--- src/verilog/bsq_pkg.sv ---
// constants, types and field layouts of the drive state sequencer
package bsq_pkg;

  localparam int CLK_HZ = 100_000_000;

  // ------------------------------------------------------------
  // register map
  // ------------------------------------------------------------
  localparam logic [7:0] REG_STATUS = 8'h00;
  localparam logic [7:0] REG_SPEED = 8'h04;
  localparam logic [7:0] REG_TICK = 8'h08;
  localparam logic [7:0] REG_PGAIN = 8'h0C;
  localparam logic [7:0] REG_IGAIN = 8'h10;
  localparam logic [7:0] REG_RAMP = 8'h14;
  localparam logic [7:0] REG_ENC = 8'h18;
  localparam logic [7:0] REG_RANGE = 8'h1C;
  localparam logic [7:0] REG_PWMCFG = 8'h20;
  localparam logic [7:0] REG_CHMAP = 8'h24;
  localparam logic [7:0] REG_TBCFG = 8'h28;
  localparam logic [15:0] TICK_DIV_RST = 16'h03E7;

  // ------------------------------------------------------------
  // fault codes
  // ------------------------------------------------------------
  localparam logic [2:0] fault_code_none = 3'h0;
  localparam logic [2:0] fault_code_overcurrent = 3'h1;
  localparam logic [2:0] fault_code_microcode_exc = 3'h2;
  localparam logic [2:0] fault_code_bad_opcode = 3'h3;
  localparam logic [2:0] fault_code_misc = 3'h4;

  // ------------------------------------------------------------
  // timing and drive configuration
  // ------------------------------------------------------------
  localparam int PWM_FREQ_HZ = 20000;
  localparam int PWM_PERIOD_CYC = CLK_HZ / PWM_FREQ_HZ;
  localparam int DEAD_TIME_NS = 1000;
  localparam int DEAD_CYC = (DEAD_TIME_NS * (CLK_HZ / 1_000_000) + 999) / 1000;
  localparam int PI_FREQ_HZ = 500;
  localparam int PI_PERIOD_CYC = CLK_HZ / PI_FREQ_HZ;
  localparam int RAMP_TIME_MS = 250;
  localparam int SPEED_RANGE_RPM = 1200;
  localparam int SPEED_MIN_RPM = 10;
  localparam int POLE_PAIRS = 2;
  localparam int ENC_INC_PER_REV = 2000;
  localparam int RAMP_STEP = SPEED_RANGE_RPM * 1000 / (PI_FREQ_HZ * RAMP_TIME_MS);
  localparam logic [23:0] P_GAIN_RST = 24'h004000;
  localparam logic [23:0] I_GAIN_RST = 24'h001000;
  localparam int FILT_DIV = 64;
  localparam int FILT_SAMPLES = 3;
  localparam real FILT_REJECT_US = 1.707;
  localparam real FILT_PASS_US = 2.56;
  localparam int TB1_DIV = 2;
  localparam int TB2_DIV = 8;
  localparam int TB_PRESCALE = 1;
  localparam logic [2:0] TB1_LAST = 3'(TB1_DIV * TB_PRESCALE - 1);
  localparam logic [2:0] TB2_LAST = 3'(TB2_DIV * TB_PRESCALE - 1);
  localparam logic [5:0] FILT_LAST = 6'(FILT_DIV - 1);
  localparam logic [7:0] CH_DEC_A = 8'h01;
  localparam logic [7:0] CH_DEC_B = 8'h02;
  localparam logic [7:0] CH_DEC_IDX = 8'h03;
  localparam logic [7:0] CH_PWM_A = 8'h08;
  localparam logic [7:0] CH_PWM_B = 8'h0A;
  localparam logic [7:0] CH_PWM_C = 8'h0C;

  // ------------------------------------------------------------
  // types
  // ------------------------------------------------------------
  typedef enum logic [2:0] {
    ST_INIT, ST_STOP, ST_ENABLE, ST_RUN, ST_DISABLE, ST_MOTOR_FAULT, ST_GLOBAL_FAULT
  } bsq_state_type;

  typedef struct packed {
    logic microcode;
    logic badOpcode;
    logic misc;
  } bsq_exc_type;

  typedef struct packed {
    logic sw;
    logic oc;
    bsq_exc_type exc;
    logic onOk;
    logic offOk;
  } bsq_pin_type;

  typedef struct packed {
    logic [2:0] high;
    logic [2:0] low;
  } bsq_pwm_type;

endpackage

--- src/verilog/bsq_in_filter.sv ---
// synchroniser and three-sample filter for encoder inputs
`timescale 1ns/10ps
`default_nettype none
module bsq_in_filter #(
  parameter int W = 3
) (
  input wire logic clk_sys,
  input wire logic rst,
  input wire logic sampleTick,
  input wire logic [W-1:0] pinIn,
  output logic [W-1:0] filtOut
);

  logic [W-1:0] syncA_r;
  logic [W-1:0] syncB_r;
  logic [W-1:0] hist0_r;
  logic [W-1:0] hist1_r;
  logic [W-1:0] hist0_nxt;
  logic [W-1:0] hist1_nxt;
  logic [W-1:0] filt_r;
  logic [W-1:0] filt_nxt;

  // ------------------------------------------------------------
  // sample history and agreement vote
  // ------------------------------------------------------------
  always_comb
  begin
    hist0_nxt = hist0_r;
    hist1_nxt = hist1_r;
    filt_nxt = filt_r;
    if (sampleTick)
    begin
      hist0_nxt = syncB_r;
      hist1_nxt = hist0_r;
      for (int i = 0; i < W; i++)
        if (syncB_r[i] == hist0_r[i] && hist0_r[i] == hist1_r[i])
          filt_nxt[i] = syncB_r[i];
    end
  end

  always_ff @(posedge clk_sys or posedge rst)
  begin
    if (rst)
    begin
      syncA_r <= '0;
      syncB_r <= '0;
      hist0_r <= '0;
      hist1_r <= '0;
      filt_r <= '0;
    end
    else
    begin
      syncA_r <= pinIn;
      syncB_r <= syncA_r;
      hist0_r <= hist0_nxt;
      hist1_r <= hist1_nxt;
      filt_r <= filt_nxt;
    end
  end

  assign filtOut = filt_r;

endmodule
`default_nettype wire

--- src/verilog/bsq_sequencer.sv ---
// drive state sequencer with apb registers, timebases and pwm stage
`timescale 1ns/10ps
`default_nettype none
module bsq_sequencer #(
  parameter int PWM_PERIOD = bsq_pkg::PWM_PERIOD_CYC,
  parameter int PI_PERIOD = bsq_pkg::PI_PERIOD_CYC
) (
  input wire logic clk_sys,
  input wire logic rst,
  input wire logic psel,
  input wire logic penable,
  input wire logic pwrite,
  input wire logic [7:0] paddr,
  input wire logic [31:0] pwdata,
  output logic [31:0] prdata,
  output logic pready,
  output logic pslverr,
  input wire logic switchOnPin,
  input wire logic overCurrentPin,
  input wire bsq_pkg::bsq_exc_type excPin,
  input wire logic pwmOnOkPin,
  input wire logic pwmOffOkPin,
  input wire logic [2:0] encPin,
  input wire logic [2:0] commSector,
  input wire logic [12:0] dutyIn,
  output bsq_pkg::bsq_pwm_type pwmOut,
  output logic alignReq,
  output logic [15:0] speedReqOut,
  output logic speedStrobe,
  output logic [23:0] pGainOut,
  output logic [23:0] iGainOut,
  output logic faultLed,
  output logic [2:0] faultCode,
  output logic ocArmed,
  output logic timebaseOneTick,
  output logic timebaseTwoTick,
  output logic [2:0] encFilt,
  output bsq_pkg::bsq_state_type appState
);

  bsq_pkg::bsq_pin_type syncA_r;
  bsq_pkg::bsq_pin_type pinS;
  logic [2:0] tb1Cnt_r, tb1Cnt_nxt, tb2Cnt_r, tb2Cnt_nxt;
  logic [5:0] filtCnt_r, filtCnt_nxt;
  logic [15:0] tickCnt_r, tickCnt_nxt;
  logic [17:0] piCnt_r, piCnt_nxt;
  logic [12:0] pwmCnt_r, pwmCnt_nxt;
  logic tb1Tick_r, tb1Tick_nxt, tb2Tick_r, tb2Tick_nxt, filtTick_r, filtTick_nxt;
  logic appTick_r, appTick_nxt, piTick_r, piTick_nxt;
  bsq_pkg::bsq_state_type state_r, state_nxt;
  logic pwmReq_r, pwmReq_nxt, ocArm_r, ocArm_nxt, faultLed_r, faultLed_nxt;
  logic tbRun_r, tbRun_nxt, alignReq_r, alignReq_nxt, ocPrev_r;
  logic [2:0] excPrev_r, excNow, faultCode_r, faultCode_nxt;
  logic signed [15:0] speedRamp_r, speedRamp_nxt, speedSet_r, speedSet_nxt;
  logic [15:0] speedOut_r, speedOut_nxt;
  logic speedStrobe_r, speedStrobe_nxt;
  logic ocEvent, excEvent, pwmOn;
  logic [15:0] tickDiv_r, tickDiv_nxt;
  logic [23:0] pGain_r, pGain_nxt, iGain_r, iGain_nxt;
  logic [31:0] prdata_r, prdata_nxt;
  bsq_pkg::bsq_pwm_type pwm_r, pwm_nxt;

  function automatic logic regMapped(input logic [7:0] a);
    regMapped = (a[1:0] == 2'h0) && (a <= bsq_pkg::REG_TBCFG);
  endfunction

  function automatic logic signed [15:0] rampToward(input logic signed [15:0] cur, input logic signed [15:0] tgt);
    logic signed [16:0] step;
    step = 17'(bsq_pkg::RAMP_STEP);
    if (17'(tgt) > 17'(cur) + step)
      rampToward = 16'(17'(cur) + step);
    else if (17'(tgt) < 17'(cur) - step)
      rampToward = 16'(17'(cur) - step);
    else
      rampToward = tgt;
  endfunction

  // ------------------------------------------------------------
  // pin synchronisers and encoder filter
  // ------------------------------------------------------------
  always_ff @(posedge clk_sys or posedge rst)
  begin
    if (rst)
    begin
      syncA_r <= '0;
      pinS <= '0;
      ocPrev_r <= 1'b0;
      excPrev_r <= '0;
    end
    else
    begin
      syncA_r <= {switchOnPin, overCurrentPin, excPin, pwmOnOkPin, pwmOffOkPin};
      pinS <= syncA_r;
      ocPrev_r <= pinS.oc;
      excPrev_r <= excNow;
    end
  end

  bsq_in_filter #(.W(3)) encFilter (
    .clk_sys(clk_sys),
    .rst(rst),
    .sampleTick(filtTick_r),
    .pinIn(encPin),
    .filtOut(encFilt)
  );

  // ------------------------------------------------------------
  // timebases, periodic ticks, pwm carrier
  // ------------------------------------------------------------
  always_comb
  begin
    tb1Cnt_nxt = '0;
    tb2Cnt_nxt = '0;
    filtCnt_nxt = '0;
    tb1Tick_nxt = 1'b0;
    tb2Tick_nxt = 1'b0;
    filtTick_nxt = 1'b0;
    if (tbRun_r)
    begin
      tb1Tick_nxt = (tb1Cnt_r == bsq_pkg::TB1_LAST);
      tb1Cnt_nxt = tb1Tick_nxt ? '0 : tb1Cnt_r + 3'h1;
      tb2Tick_nxt = (tb2Cnt_r == bsq_pkg::TB2_LAST);
      tb2Cnt_nxt = tb2Tick_nxt ? '0 : tb2Cnt_r + 3'h1;
      filtTick_nxt = (filtCnt_r == bsq_pkg::FILT_LAST);
      filtCnt_nxt = filtTick_nxt ? '0 : filtCnt_r + 6'h01;
    end
    appTick_nxt = (tickCnt_r >= tickDiv_r);
    tickCnt_nxt = appTick_nxt ? '0 : tickCnt_r + 16'h0001;
    piTick_nxt = (piCnt_r == 18'(PI_PERIOD - 1));
    piCnt_nxt = piTick_nxt ? '0 : piCnt_r + 18'h00001;
    pwmCnt_nxt = (pwmCnt_r == 13'(PWM_PERIOD - 1)) ? '0 : pwmCnt_r + 13'h0001;
  end

  always_ff @(posedge clk_sys or posedge rst)
  begin
    if (rst)
    begin
      tb1Cnt_r <= '0;
      tb2Cnt_r <= '0;
      filtCnt_r <= '0;
      tickCnt_r <= '0;
      piCnt_r <= '0;
      pwmCnt_r <= '0;
      tb1Tick_r <= 1'b0;
      tb2Tick_r <= 1'b0;
      filtTick_r <= 1'b0;
      appTick_r <= 1'b0;
      piTick_r <= 1'b0;
    end
    else
    begin
      tb1Cnt_r <= tb1Cnt_nxt;
      tb2Cnt_r <= tb2Cnt_nxt;
      filtCnt_r <= filtCnt_nxt;
      tickCnt_r <= tickCnt_nxt;
      piCnt_r <= piCnt_nxt;
      pwmCnt_r <= pwmCnt_nxt;
      tb1Tick_r <= tb1Tick_nxt;
      tb2Tick_r <= tb2Tick_nxt;
      filtTick_r <= filtTick_nxt;
      appTick_r <= appTick_nxt;
      piTick_r <= piTick_nxt;
    end
  end

  // ------------------------------------------------------------
  // application state machine
  // ------------------------------------------------------------
  assign excNow = pinS.exc;
  assign ocEvent = ocArm_r && pinS.oc && !ocPrev_r;
  assign excEvent = |(excNow & ~excPrev_r);

  always_comb
  begin
    state_nxt = state_r;
    pwmReq_nxt = pwmReq_r;
    ocArm_nxt = ocArm_r;
    faultLed_nxt = faultLed_r;
    faultCode_nxt = faultCode_r;
    tbRun_nxt = tbRun_r;
    alignReq_nxt = 1'b0;
    speedRamp_nxt = speedRamp_r;
    speedOut_nxt = speedOut_r;
    speedStrobe_nxt = 1'b0;
    if (state_r == bsq_pkg::ST_RUN && piTick_r)
    begin
      speedRamp_nxt = rampToward(speedRamp_r, speedSet_r);
      speedOut_nxt = speedRamp_r;
      speedStrobe_nxt = 1'b1;
    end
    if (excEvent)
    begin
      state_nxt = bsq_pkg::ST_GLOBAL_FAULT;
      speedRamp_nxt = '0;
      speedOut_nxt = '0;
      pwmReq_nxt = 1'b0;
      ocArm_nxt = 1'b0;
      if (excNow[2] && !excPrev_r[2])
        faultCode_nxt = bsq_pkg::fault_code_microcode_exc;
      else if (excNow[1] && !excPrev_r[1])
        faultCode_nxt = bsq_pkg::fault_code_bad_opcode;
      else
        faultCode_nxt = bsq_pkg::fault_code_misc;
    end
    else if (ocEvent)
    begin
      state_nxt = bsq_pkg::ST_MOTOR_FAULT;
      speedRamp_nxt = '0;
      speedOut_nxt = '0;
      pwmReq_nxt = 1'b0;
      ocArm_nxt = 1'b0;
      faultLed_nxt = 1'b1;
      faultCode_nxt = bsq_pkg::fault_code_overcurrent;
    end
    else if (appTick_r)
    begin
      unique case (state_r)
        bsq_pkg::ST_INIT:
        begin
          pwmReq_nxt = 1'b0;
          ocArm_nxt = 1'b0;
          tbRun_nxt = 1'b1;
          state_nxt = pinS.sw ? bsq_pkg::ST_MOTOR_FAULT : bsq_pkg::ST_STOP;
        end
        bsq_pkg::ST_STOP:
          if (pinS.sw)
          begin
            state_nxt = bsq_pkg::ST_ENABLE;
            speedRamp_nxt = '0;
            speedOut_nxt = '0;
            pwmReq_nxt = 1'b1;
            alignReq_nxt = 1'b1;
          end
        bsq_pkg::ST_ENABLE:
          if (pinS.onOk)
          begin
            ocArm_nxt = 1'b1;
            state_nxt = bsq_pkg::ST_RUN;
          end
        bsq_pkg::ST_RUN:
          if (!pinS.sw)
          begin
            state_nxt = bsq_pkg::ST_DISABLE;
            speedRamp_nxt = '0;
            speedOut_nxt = '0;
            pwmReq_nxt = 1'b0;
            ocArm_nxt = 1'b0;
          end
        bsq_pkg::ST_DISABLE:
          if (pinS.offOk)
            state_nxt = bsq_pkg::ST_STOP;
        bsq_pkg::ST_MOTOR_FAULT:
          if (!pinS.sw)
          begin
            faultCode_nxt = bsq_pkg::fault_code_none;
            faultLed_nxt = 1'b0;
            state_nxt = bsq_pkg::ST_STOP;
          end
        bsq_pkg::ST_GLOBAL_FAULT:
          if (!pinS.sw)
          begin
            faultCode_nxt = bsq_pkg::fault_code_none;
            tbRun_nxt = 1'b0;
            state_nxt = bsq_pkg::ST_INIT;
          end
        default:
          state_nxt = bsq_pkg::ST_INIT;
      endcase
    end
  end

  always_ff @(posedge clk_sys or posedge rst)
  begin
    if (rst)
    begin
      state_r <= bsq_pkg::ST_INIT;
      pwmReq_r <= 1'b0;
      ocArm_r <= 1'b0;
      faultLed_r <= 1'b0;
      faultCode_r <= bsq_pkg::fault_code_none;
      tbRun_r <= 1'b0;
      alignReq_r <= 1'b0;
      speedRamp_r <= '0;
      speedOut_r <= '0;
      speedStrobe_r <= 1'b0;
    end
    else
    begin
      state_r <= state_nxt;
      pwmReq_r <= pwmReq_nxt;
      ocArm_r <= ocArm_nxt;
      faultLed_r <= faultLed_nxt;
      faultCode_r <= faultCode_nxt;
      tbRun_r <= tbRun_nxt;
      alignReq_r <= alignReq_nxt;
      speedRamp_r <= speedRamp_nxt;
      speedOut_r <= speedOut_nxt;
      speedStrobe_r <= speedStrobe_nxt;
    end
  end

  // ------------------------------------------------------------
  // commutated complementary pwm stage
  // ------------------------------------------------------------
  assign pwmOn = pwmReq_r && (state_r == bsq_pkg::ST_RUN || state_r == bsq_pkg::ST_ENABLE);

  always_comb
  begin
    logic hiOn;
    logic loOn;
    logic [1:0] hiPh;
    logic [1:0] loPh;
    hiOn = (pwmCnt_r >= 13'(bsq_pkg::DEAD_CYC)) && (pwmCnt_r < dutyIn);
    loOn = ({1'b0, pwmCnt_r} >= {1'b0, dutyIn} + 14'(bsq_pkg::DEAD_CYC));
    hiPh = (commSector >= 3'h4) ? 2'h2 : ((commSector >= 3'h2) ? 2'h1 : 2'h0);
    loPh = (hiPh == 2'h2) ? 2'h0 : hiPh + 2'h1;
    pwm_nxt = '0;
    if (pwmOn)
    begin
      pwm_nxt.high[hiPh] = hiOn;
      pwm_nxt.low[hiPh] = loOn;
      pwm_nxt.low[loPh] = 1'b1;
    end
  end

  always_ff @(posedge clk_sys or posedge rst)
  begin
    if (rst)
      pwm_r <= '0;
    else
      pwm_r <= pwm_nxt;
  end

  // ------------------------------------------------------------
  // apb register slave
  // ------------------------------------------------------------
  always_comb
  begin
    speedSet_nxt = speedSet_r;
    tickDiv_nxt = tickDiv_r;
    pGain_nxt = pGain_r;
    iGain_nxt = iGain_r;
    prdata_nxt = prdata_r;
    if (psel && penable && pwrite)
      unique case (paddr)
        bsq_pkg::REG_SPEED: speedSet_nxt = pwdata[15:0];
        bsq_pkg::REG_TICK: tickDiv_nxt = pwdata[15:0];
        bsq_pkg::REG_PGAIN: pGain_nxt = pwdata[23:0];
        bsq_pkg::REG_IGAIN: iGain_nxt = pwdata[23:0];
        default: prdata_nxt = prdata_r;
      endcase
    if (psel && !penable)
      unique case (paddr)
        bsq_pkg::REG_STATUS: prdata_nxt = {22'h0, faultCode_r, faultLed_r, ocArm_r, pwmOn, tbRun_r, state_r};
        bsq_pkg::REG_SPEED: prdata_nxt = {16'h0, speedSet_r};
        bsq_pkg::REG_TICK: prdata_nxt = {16'h0, tickDiv_r};
        bsq_pkg::REG_PGAIN: prdata_nxt = {8'h0, pGain_r};
        bsq_pkg::REG_IGAIN: prdata_nxt = {8'h0, iGain_r};
        bsq_pkg::REG_RAMP: prdata_nxt = {16'h0, speedRamp_r};
        bsq_pkg::REG_ENC: prdata_nxt = 32'(bsq_pkg::ENC_INC_PER_REV);
        bsq_pkg::REG_RANGE: prdata_nxt = {8'(bsq_pkg::POLE_PAIRS), 8'(bsq_pkg::SPEED_MIN_RPM),
                                          16'(bsq_pkg::SPEED_RANGE_RPM)};
        bsq_pkg::REG_PWMCFG: prdata_nxt = {16'(bsq_pkg::DEAD_TIME_NS), 16'(bsq_pkg::PWM_FREQ_HZ)};
        bsq_pkg::REG_CHMAP: prdata_nxt = {2'h0, bsq_pkg::CH_PWM_C[4:0], bsq_pkg::CH_PWM_B[4:0],
                                          bsq_pkg::CH_PWM_A[4:0], bsq_pkg::CH_DEC_IDX[4:0],
                                          bsq_pkg::CH_DEC_B[4:0], bsq_pkg::CH_DEC_A[4:0]};
        bsq_pkg::REG_TBCFG: prdata_nxt = {8'(bsq_pkg::FILT_SAMPLES), 8'(bsq_pkg::FILT_DIV),
                                          8'(bsq_pkg::TB2_DIV), 8'(bsq_pkg::TB1_DIV)};
        default: prdata_nxt = '0;
      endcase
  end

  always_ff @(posedge clk_sys or posedge rst)
  begin
    if (rst)
    begin
      speedSet_r <= '0;
      tickDiv_r <= bsq_pkg::TICK_DIV_RST;
      pGain_r <= bsq_pkg::P_GAIN_RST;
      iGain_r <= bsq_pkg::I_GAIN_RST;
      prdata_r <= '0;
    end
    else
    begin
      speedSet_r <= speedSet_nxt;
      tickDiv_r <= tickDiv_nxt;
      pGain_r <= pGain_nxt;
      iGain_r <= iGain_nxt;
      prdata_r <= prdata_nxt;
    end
  end

  assign pready = 1'b1;
  assign pslverr = psel && penable && !regMapped(paddr);
  assign prdata = prdata_r;
  assign pwmOut = pwm_r;
  assign alignReq = alignReq_r;
  assign speedReqOut = speedOut_r;
  assign speedStrobe = speedStrobe_r;
  assign pGainOut = pGain_r;
  assign iGainOut = iGain_r;
  assign faultLed = faultLed_r;
  assign faultCode = faultCode_r;
  assign ocArmed = ocArm_r;
  assign timebaseOneTick = tb1Tick_r;
  assign timebaseTwoTick = tb2Tick_r;
  assign appState = state_r;
endmodule
`default_nettype wire

--- config.mk ---
export PLATFORM = sky130hd
export DESIGN_NAME = bsq_sequencer
export DESIGN_NICKNAME = d
export VERILOG_FILES = /design/src/verilog/bsq_pkg.sv /design/src/verilog/bsq_in_filter.sv /design/src/verilog/bsq_sequencer.sv
export SDC_FILE = /design/constraint.sdc
export NUM_CORES = 1
export LEC_CHECK = 0
export ABC_AREA = 1
export BUFFER_PORTS_ARGS = -buffer_cell sky130_fd_sc_hd__buf_2
export CORE_MARGIN = 1
export CORE_UTILIZATION = 43
export DETAILED_ROUTE_END_ITERATION = 12
export GPL_ROUTABILITY_DRIVEN = 0
export PLACE_DENSITY = 0.68
export SYNTH_ARGS = -nofsm -noshare
export SYNTH_HDL_FRONTEND = slang
export SYNTH_SLANG_ARGS = --single-unit
--- constraint.sdc ---
create_clock -name clk_sys -period 12.55 [get_ports clk_sys]
set_input_delay 1.255 -clock clk_sys [delete_from_list [all_inputs] [get_ports clk_sys]]
set_output_delay 1.255 -clock clk_sys [all_outputs]
set_load 0.01 [all_outputs]
==> impl_metrics.yaml, run 1 <==
place:
  pre_cts_slack_ns: 8.64
  dpl.hpwl_microns: 28400
  portBuffers: 175
  placed_cell_area_sq_um: 15300
pwr:
  swShare: 0.266
  p_int_w: 0.00141
  p_seq_frac: 0.461
  clkPwrFrac: 0.436
  comb_power_share: 0.103
  vdd_drop_max_mv: 0.0886
  power.density_nw_per_um2: 119
  p_sw_w: 0.000512
  p_leak_nw: 8.44
route:
  via_count: 12300
  antenna_left: 0
  routedWlPerCell_microns: 16.0
  drc: 0
  drt_iter0_markers: 975
  dr.pass1.iters: 5
  wirelength_microns: 37800
  vias_per_cell: 5.20
grt:
  track_usage: 0.226
  grt_max_degree: 118
  antenna_found_initial: 0
  overflow: 0
  grt_pass1_wl_microns: 60800
  grt_pass1_vias: 11600
clock_network:
  cts_resized: 0
  cts.sinks: 254
  cts_root_buf: "clkbuf_16"
  clock_latency_ns: 0.55
  h-tree-depth: 1
  cts_made_buffers: 28
  cts_hold_buf: 0
  clockBufferDepth: 3
  clk_pin_slew_ns: 0.06
  cts_tree: "yes"
  postCtsSetupBuffers: 0
die:
  die_h_microns: 183
  std_cell_rows: 65
  die_area_sq_um: 33500
  io_pins: 190
  core_area_sq_um: 31900
  die_w_microns: 183
  start_util: 0.442
critical_path:
  path_class: "in2out"
  path_cells: "buf_2 > nor2_1 > inv_1 > nor3_1 > nand2_1 > a21oi_1 > nor2_1 > buf_2"
  critPathLaunchType: "primary input"
  end_kind: "output pin"
  critical_path_arrival_ns: 2.54
  critPathTopFamily: "simple AND/OR/NAND/NOR gates"
  required_ns: 11.30
  cp_slowest_cell: "nor3_1"
  critPathMaxStageDelay_ns: 0.27
  crit_buf_inv: 3
  crit_fanout: 4
synthesis:
  syn_inst: 1743
  ys.flop_type: "dfrtp_1"
  ys_seq_elements: 254
  seq_area_frac_synth: 0.452
  netlist_area_sq_um: 14100
  synth.avg_cell_area_sq_um: 8.08
  synth_edf_count: 0
  synth-async-reset-ratio: 1.00
  synth_cell_types: 55
  yosysWarnings: 0
flow_run:
  max_cap_viol_count: 0
timing:
  hold_viol_final: 0
  clock.fmax_mhz: 264
  rsz0062_at_grt: "no"
  period_share: 0.302
  max_slew_margin: 0.223
  fin_crit_ns: 3.79
  finalSetupViolations: 0
  final_max_slew_viol_count: 0
  skew_ns: 0.0154
  setup_tns_ns: 0
  worstMarginPinSlew_ns: 1.16
  setup_slack_ns: 8.76
finish:
  antenna_cells: 0
  final_layout_size_suffix_gt1_frac: 0.151
  design_area_sq_um: 16200
  syn2layout_area_growth_pct: 15.1
  nNetsFinal: 2054
worst_hold_path:
  min_path_type: "reg2reg"
outcome:
  status: "finished, final reports clean"
==> sequential cells by signal, summed over array words and instances (netlist names), 4 cells and up <==
signal,cells
prdata,27
iGainOut,24
pGainOut,24
piCnt_r,18
speedRamp_r,16
speedReqOut,16
speedSet_r,16
tickCnt_r,16
tickDiv_r,16
pwmCnt_r,13
syncA_r,7
filtCnt_r,6
pwmOut,6
pinS,4
==> synthesized netlist by cell type (all sizes together), types with 4 or more instances <==
cell type  count  area share
a21o           6      0.0032
a21oi         80       0.029
a221oi         5      0.0031
buf           33       0.015
clkbuf        25      0.0067
dfrtp        244        0.43
dfstp         10       0.019
ha            83       0.074
inv          242       0.064
nand2        408        0.11
nand3        101       0.039
nand4         24       0.011
nor2         151       0.044
nor3          38       0.015
nor4          10      0.0049
o2111ai        6      0.0037
o211ai         4      0.0021
o21ai        163       0.058
o221ai         4      0.0025
o22ai         13      0.0058
o31ai          4      0.0021
xnor2         10      0.0062
xor2          48       0.030
==> worst paths after layout <==
check,start,end,slack [ns],depth (start not counted)
max,paddr[7],pslverr,8.76,8
max in group asynchronous,rst,excNow[1]$_DFF_PP0_,9.35,4
min in group asynchronous,rst,prdata[21]$_DFFE_PP0P_,0.89,2
min reg2reg,syncA_r[3]$_DFF_PP0_,excNow[1]$_DFF_PP0_,0.35,0
min,syncA_r[3]$_DFF_PP0_,excNow[1]$_DFF_PP0_,0.35,0
max reg2reg,speedRamp_r[0]$_DFF_PP0_,speedRamp_r[10]$_DFF_PP0_,8.81,18
==> metal layers <==
metal  GRT usage  vias up  share of wire
li1            -     5991              -
met1       0.328     5749           0.47
met5           0        -              0
met4      0.0470        0          0.018
met2       0.351      464           0.43
met3      0.0419       47          0.083
==> placed cells by master, fill, tap and decap left out, types with 7 or more instances in the layout <==
master     count
inv_2          8
dfrtp_1      244
o22ai_1       13
nor2_1       135
dfstp_2       10
nand4_1       23
xnor2_1       10
xor2_1        48
nor4_1         9
clkbuf_1       8
nand2_1      400
nand3_2        9
ha_1          83
inv_1        233
nand3_1       92
nor2_2        14
a21oi_1       77
nor3_1        35
o21ai_0      156
buf_2        175
clkbuf_16     29
buf_4          7
==> area by class of cell <==
cell class | count | area, sq um
fillers | 3106 | 15700
multi-input cells | 1192 | 6520
flip-flops and latches | 254 | 6370
repair buffers | 182 | 928
inverters | 242 | 916
clock buffers | 40 | 797
well taps | 435 | 544
clock inverters | 12 | 145
==> power groups by stage <==
stage               logic, W  registers, W  clock network [W]
CTS                 0.000200      0.000887           0.000856
global placement    0.000196      0.000900                  0
finish              0.000198      0.000888           0.000839
global route        0.000227      0.000891           0.000888
detailed placement  0.000199      0.000902                  0
floorplan           0.000137      0.000889                  0
==> kinds of logic (layout without fill, tap and decap cells) <==
group | after synthesis | in the layout | synth area share
buffers and inverters | 300 | 476 | 0.0859
xor gates and xnor gates | 58 | 58 | 0.0361
other | 2 | 5 | 0.000533
adders and majority gates | 83 | 83 | 0.0737
DFF | 254 | 254 | 0.452
AOI/OAI and AO/OA | 305 | 305 | 0.123
and+or+nand+nor | 741 | 741 | 0.229
==> worst register-to-register path: cells and delay by family (launching register included) <==
kind | cells | cell delay [ns]
AO/OA/AOI/OAI | 4 | 0.67
buffers and inverters | 3 | 0.28
adder cells (fa/ha/maj) | 2 | 0.59
AND/OR/NAND/NOR | 9 | 1.63
flip-flops | 1 | 0.43
==> through the flow <==
step | instances | hold WS [ns] | power, W | utilization
finish | 2357 | 0.347 | 0.00193 | 0.509
global route | 2357 | 0.352 | 0.00201 | 0.509
global placement | 2305 | 0.334 | 0.00110 | 0.479
CTS | 2357 | 0.350 | 0.00194 | 0.509
floorplan | 1746 | 0.331 | 0.00103 | -
detailed placement | 2305 | 0.336 | 0.00110 | 0.479
Power figures use the tool's default switching activity.
==> run 2, diff against run 1 <==
clock period = 3.74 ns   (was 12.55 ns; I/O delays follow)
==> run 2 against run 1 <==
Compared with the run above: hold slack lost 0.27 ns; combinational power grew to 3.4 times the previous value; final cell count grew 1.0%; global-route usage grew 0.26 points; via count grew 1.2%; clock power grew to 3.4 times the previous value; largest power group unchanged; highest routed layer is now met5.
==> impl_metrics.yaml, run 2 (synthesis gave the netlist of run 1 again) <==
route:
  vias_per_cell: 5.20
  dr.pass1.iters: 5
  via_count: 12400
  antenna_left: 0
  wirelength_microns: 37700
  drc: 0
  drt_iter0_markers: 976
  routedWlPerCell_microns: 15.8
pwr:
  power.density_nw_per_um2: 395
  comb_power_share: 0.105
  clkPwrFrac: 0.439
  swShare: 0.266
  p_seq_frac: 0.456
  p_int_w: 0.00478
  p_leak_nw: 8.56
  p_sw_w: 0.00173
  vdd_drop_max_mv: 0.318
outcome:
  status: "finished, final reports clean"
finish:
  final_layout_size_suffix_gt1_frac: 0.157
  largest_reg_flops: 27
  antenna_cells: 0
  layout_common_cells: "nand2_1, dfrtp_1, inv_1"
  num-fill-cells: 3053
  layout_commonest_cell: "nand2_1"
  syn2layout_area_growth_pct: 17.0
  nNetsFinal: 2078
  design_area_sq_um: 16500
timing:
  hold_viol_final: 0
  final_max_slew_viol_count: 0
  setup_slack_ns: 0.336
  period_share: 0.910
  clock.fmax_mhz: 294
  finalSetupViolations: 0
  skew_ns: 0.0153
  worstMarginPinSlew_ns: 1.16
  timing.hold.ws_ns: 0.0763
  setup_tns_ns: 0
  rsz0062_at_grt: "no"
  fin_crit_ns: 3.40
  max_slew_margin: 0.224
critical_path:
  path_class: "reg2reg"
  required_ns: 4.19
  end_kind: "flip-flop"
  critPathLaunchType: "flip-flop"
  crit_fanout: 12
  critical_path_arrival_ns: 3.86
grt:
  track_usage: 0.229
  grt_pass1_vias: 11800
  grt_max_degree: 101
  overflow: 0
  grt_pass1_wl_microns: 61300
  antenna_found_initial: 1
die:
  die_area_sq_um: 33500
  start_util: 0.442
  core_area_sq_um: 31900
  io_pins: 190
  std_cell_rows: 65
  die_h_microns: 183
  die_w_microns: 183
place:
  pre_cts_slack_ns: 0.344
  dpl.hpwl_microns: 28200
  placed_cell_area_sq_um: 15400
  portBuffers: 175
clock_network:
  cts.sinks: 254
  h-tree-depth: 1
  postCtsSetupBuffers: 0
  cts_made_buffers: 28
  cts_tree: "yes"
  clockBufferDepth: 3
  clock_latency_ns: 0.57
  clk_pin_slew_ns: 0.06
  cts_root_buf: "clkbuf_16"
flow_run:
  max_cap_viol_count: 0
worst_hold_path:
  min_path_type: "in2reg"
## run 2: cell type report
cell class,count,area [sq um],area share
Sequential cell,254,6370,0.387
Clock inverter,11,163,0.00987
Timing Repair Buffer,206,1150,0.0697
Tap cell,435,544,0.0330
Multi-Input combinational cell,1192,6530,0.396
Clock buffer,41,810,0.0491
Inverter,242,912,0.0554
## run 2: through the flow
stage | power, W | util | cells
after floorplan | 0.00344 | - | 1746
after global placement | 0.00368 | 0.482 | 2318
after detailed placement | 0.00370 | 0.482 | 2318
after CTS | 0.00658 | 0.516 | 2381
after global routing | 0.00680 | 0.517 | 2381
final | 0.00651 | 0.517 | 2381
## run 2: final timing paths
| path | startpoint | endpoint | slack [ns] | cells past startpoint |
|---|---|---|---|---|
| min in group asynchronous | rst | syncA_r[4]$_DFF_PP0_ | 0.50 | 3 |
| worst max register to register | speedRamp_r[0]$_DFF_PP0_ | speedRamp_r[8]$_DFF_PP0_ | 0.34 | 19 |
| worst max-delay path | speedRamp_r[0]$_DFF_PP0_ | speedRamp_r[8]$_DFF_PP0_ | 0.34 | 19 |
| worst min-delay path | pwdata[22] | iGainOut[22]$_DFFE_PP0P_ | 0.08 | 3 |
| max in group asynchronous | rst | pGainOut[14]$_DFFE_PP1P_ | 2.24 | 4 |
| worst min register to register | syncA_r[6]$_DFF_PP0_ | pinS[6]$_DFF_PP0_ | 0.35 | 0 |
## run 2: repair_timing
item	4_1_cts	5_1_grt
setup endpoints to repair	0	1
hold endpoints to repair	40	0
hold buffers	11	0
resized for setup	0	2
## run 2: power groups by stage
stage / clock, W / combinational, W / sequential [W]
4_1_cts: 0.00292 / 0.000693 / 0.00297
6_report: 0.00286 / 0.000683 / 0.00297
2_1_floorplan: 0 / 0.000461 / 0.00298
3_5_place_dp: 0 / 0.000676 / 0.00302
3_3_place_gp: 0 / 0.000662 / 0.00302
5_1_grt: 0.00302 / 0.000791 / 0.00299
## run 2: layer usage
metal  share of wire  vias to the layer above  GRT usage
li1                -                     6027          -
met3           0.086                       62     0.0383
met2            0.43                      470      0.359
met1            0.45                     5832      0.324
met5         0.00034                        -          0
met4           0.027                        2     0.0653
## run 2: critical path: stages, from the launching register on
cell and delay (ns):
dfrtp_1 0.43, ha_1 0.22, a21oi_1 0.10, nor2_1 0.13
inv_1 0.09, nor2_1 0.21, nand2_1 0.13, o41ai_1 0.32
ha_1 0.35, a21oi_1 0.14, o21ai_1 0.07, nor2_1 0.20
nand3_2 0.10, nand2_2 0.15, nand2_4 0.13, buf_4 0.19
nand3_1 0.08, nand3_1 0.11, nand2_1 0.10, inv_1 0.04
==> run 3, diff against run 2 <==
PLACE_DENSITY = 0.69   (was 0.68)
SYNTH_HIERARCHICAL = 1   (was default)
==> run 3 against run 2 <==
Compared with the run above: area after synthesis is 0.77% lower; setup slack improved by 0.051 ns; clock power decreased by 6%; hold slack better by 0.019 ns; critical path type unchanged; largest power group unchanged; highest routed layer is now met4.
==> impl_metrics.yaml, run 3 <==
outcome:
  status: "finished, final reports clean"
die:
  die_h_microns: 182
  std_cell_rows: 65
  die_area_sq_um: 33200
  core_area_sq_um: 31800
  start_util: 0.440
  die_w_microns: 182
  io_pins: 190
timing:
  period_share: 0.897
  final_max_slew_viol_count: 0
  clock.fmax_mhz: 298
  worstMarginPinSlew_ns: 0.956
  hold_viol_final: 0
  finalSetupViolations: 0
  skew_ns: 0.0179
  max_slew_margin: 0.357
  rsz0062_at_grt: "no"
  fin_crit_ns: 3.35
  setup_tns_ns: 0
route:
  route.met2.wl_microns: 18000
  dr.pass1.iters: 6
  vias_per_cell: 5.20
  antenna_left: 0
  drt_iter0_markers: 950
  wirelength_microns: 38700
  wl_met3_microns: 3240
  drc: 0
  m1WireLength_microns: 16100
  via_count: 12200
  top_layer_used: "met4"
  routedWlPerCell_microns: 16.5
synthesis:
  ys_top_cells_by_area: "dfrtp_1, nand2_1, ha_1"
  synth_top_area_frac: 0.437
  syn_inst: 1717
  synth_common_cells: "nand2_1, dfrtp_1, inv_1, o21ai_0, nor2_1"
  synth_cell_types: 57
  synth.avg_cell_area_sq_um: 8.14
  yosys.area.top_type: "dfrtp_1"
  netlist_area_sq_um: 14000
  yosysWarnings: 6
  ys.flop_type: "dfrtp_1"
  ys_seq_elements: 254
  seq_area_frac_synth: 0.456
  synth_edf_count: 0
  yosysMostFrequentCell: "nand2_1"
  synth-async-reset-ratio: 1.00
critical_path:
  r2r-start: "speedRamp_r[2]$_DFF_PP0_"
  path_cells: "nand3_1 > nand2_1 > nand2_1 > nor3_2 > nand3b_1 > o21ai_1 > inv_1 > ha_1 > nand2_1 > nor2_1 > inv_1 > nor2_1 > nand3b_1 > nand4_2 > nand2_4 > inv_4 > nand3_1 > a21oi_1"
  critPathLaunchType: "flip-flop"
  end_kind: "flip-flop"
  reg2regPathDepth: 18
  crit_fanout: 16
  critPathMaxStageDelay_ns: 0.45
  crit_top_cell: "nand2_1"
  worst-r2r-setup-slack_ns: 0.39
  required_ns: 4.20
  cp_slowest_cell: "dfrtp_1"
  critical_path_arrival_ns: 3.81
  critPathLaunch: "speedRamp_r[2]$_DFF_PP0_"
  path_class: "reg2reg"
  r2r-end: "speedRamp_r[10]$_DFF_PP0_"
clock_network:
  cts_made_buffers: 29
  cts.sinks: 254
  clockBufferDepth: 3
  clk_pin_slew_ns: 0.06
  cts_root_buf: "clkbuf_16"
  h-tree-depth: 1
  cts_tree: "yes"
  clock_latency_ns: 0.54
finish:
  antenna_cells: 0
  final-seq-area_sq_um: 6370
  final_layout_size_suffix_gt1_frac: 0.150
  instances_no_fill: 2350
  layout_commonest_cell: "nand2_1"
  largest_reg_flops: 27
  syn2layout_area_growth_pct: 16.2
  layout_common_cells: "nand2_1, dfrtp_1, inv_1"
  nNetsFinal: 2049
  num-fill-cells: 3112
  multi_input_area_sq_um: 6400
grt:
  grt_pass1_wl_microns: 62900
  antenna_found_initial: 0
  track_usage: 0.237
  grt_pass1_vias: 12000
  overflow: 0
  grt_max_degree: 103
place:
  portBuffers: 175
  dpl.hpwl_microns: 28900
  place_inst: 2288
pwr:
  p_leak_nw: 8.53
  power.density_nw_per_um2: 389
  vdd_drop_max_mv: 0.349
worst_hold_path:
  hold_path_end: "pwmOut[0]$_DFF_PP0_"
  hold_start: "commSector[2]"
  min_path_type: "in2reg"
  holdPathStages: 3
flow_run:
  max_cap_viol_count: 0
## run 3: cell count changes after synthesis, moves of 5 or more
cell,change
o2111ai_1,+6
nand3_1,-5
nor3_1,-6
nor4_1,+5
o22ai_1,-8
nand4_1,-9
a21oi_1,+19
nor2_1,-20
## run 3: cell type report
class                      count  area share
clock buffer                  43      0.0504
tap                          435      0.0335
multi-input combinational   1168       0.394
timing repair buffer         201      0.0692
clock inverter                 8     0.00447
inverter                     241      0.0561
sequential                   254       0.392
## run 3: worst max path at each step
| stage | endpoint | slack [ns] |
|---|---|---|
| detailed placement | speedRamp_r[1]$_DFF_PP0_ | 0.48 |
| global placement | speedRamp_r[1]$_DFF_PP0_ | 0.57 |
| global route | speedRamp_r[13]$_DFF_PP0_ | 0.06 |
| CTS | speedRamp_r[10]$_DFF_PP0_ | 0.51 |
| floorplan | alignReq$_DFF_PP0_ | 0.24 |
| finish | speedRamp_r[10]$_DFF_PP0_ | 0.39 |
## run 3: what timing repair did
action	CTS	global route
hold endpoints to repair	34	0
hold buffers	11	0
buffers inserted	0	0
gates resized for setup	0	0
## run 3: power breakdown
| part | switching (W) | leakage (nW) | total (W) | internal (W) |
|---|---|---|---|---|
| Clock | 0.00111 | 0.440 | 0.00268 | 0.00157 |
| Sequential | 0.000127 | 3.40 | 0.00297 | 0.00285 |
| Combinational | 0.000445 | 4.69 | 0.000655 | 0.000210 |
## run 3: cell families (layout without fill, tap and decap cells)
| kind of cell | after synthesis | count (layout) | synth area share |
|---|---|---|---|
| mux | 1 | 1 | 0.000716 |
| simple gates | 704 | 704 | 0.219 |
| fa+ha+maj | 83 | 83 | 0.0743 |
| xor+xnor | 57 | 57 | 0.0357 |
| flops | 254 | 254 | 0.456 |
| other cells | 2 | 5 | 0.000537 |
| compound gates | 318 | 318 | 0.127 |
| buf+inv | 298 | 493 | 0.0872 |
## run 3: critical path: cells and delay by family, from the launching register on
| kind | cells | cell delay, ns |
|---|---|---|
| and+or+nand+nor | 12 | 1.76 |
| DFF | 1 | 0.45 |
| AOI/OAI and AO/OA | 2 | 0.42 |
| buffers and inverters | 3 | 0.36 |
| adders and majority gates | 1 | 0.27 |
## run 3: layer usage
layer | up-vias | GRT usage
met4 | 0 | 0.0790
li1 | 5951 | -
met3 | 85 | 0.0519
met2 | 444 | 0.390
met5 | - | 0
met1 | 5750 | 0.309
## run 3: through the flow
stage	cell area (sq um)	total power, W	hold slack, ns	worst slack, ns	util
floorplan	14000	0.00343	0.275	0.240	-
global placement	15200	0.00365	0.333	0.568	0.479
detailed placement	15200	0.00366	0.335	0.481	0.479
CTS	16200	0.00637	0.0840	0.505	0.511
global route	16200	0.00660	0.104	0.0623	0.511
finish	16200	0.00631	0.0958	0.386	0.511
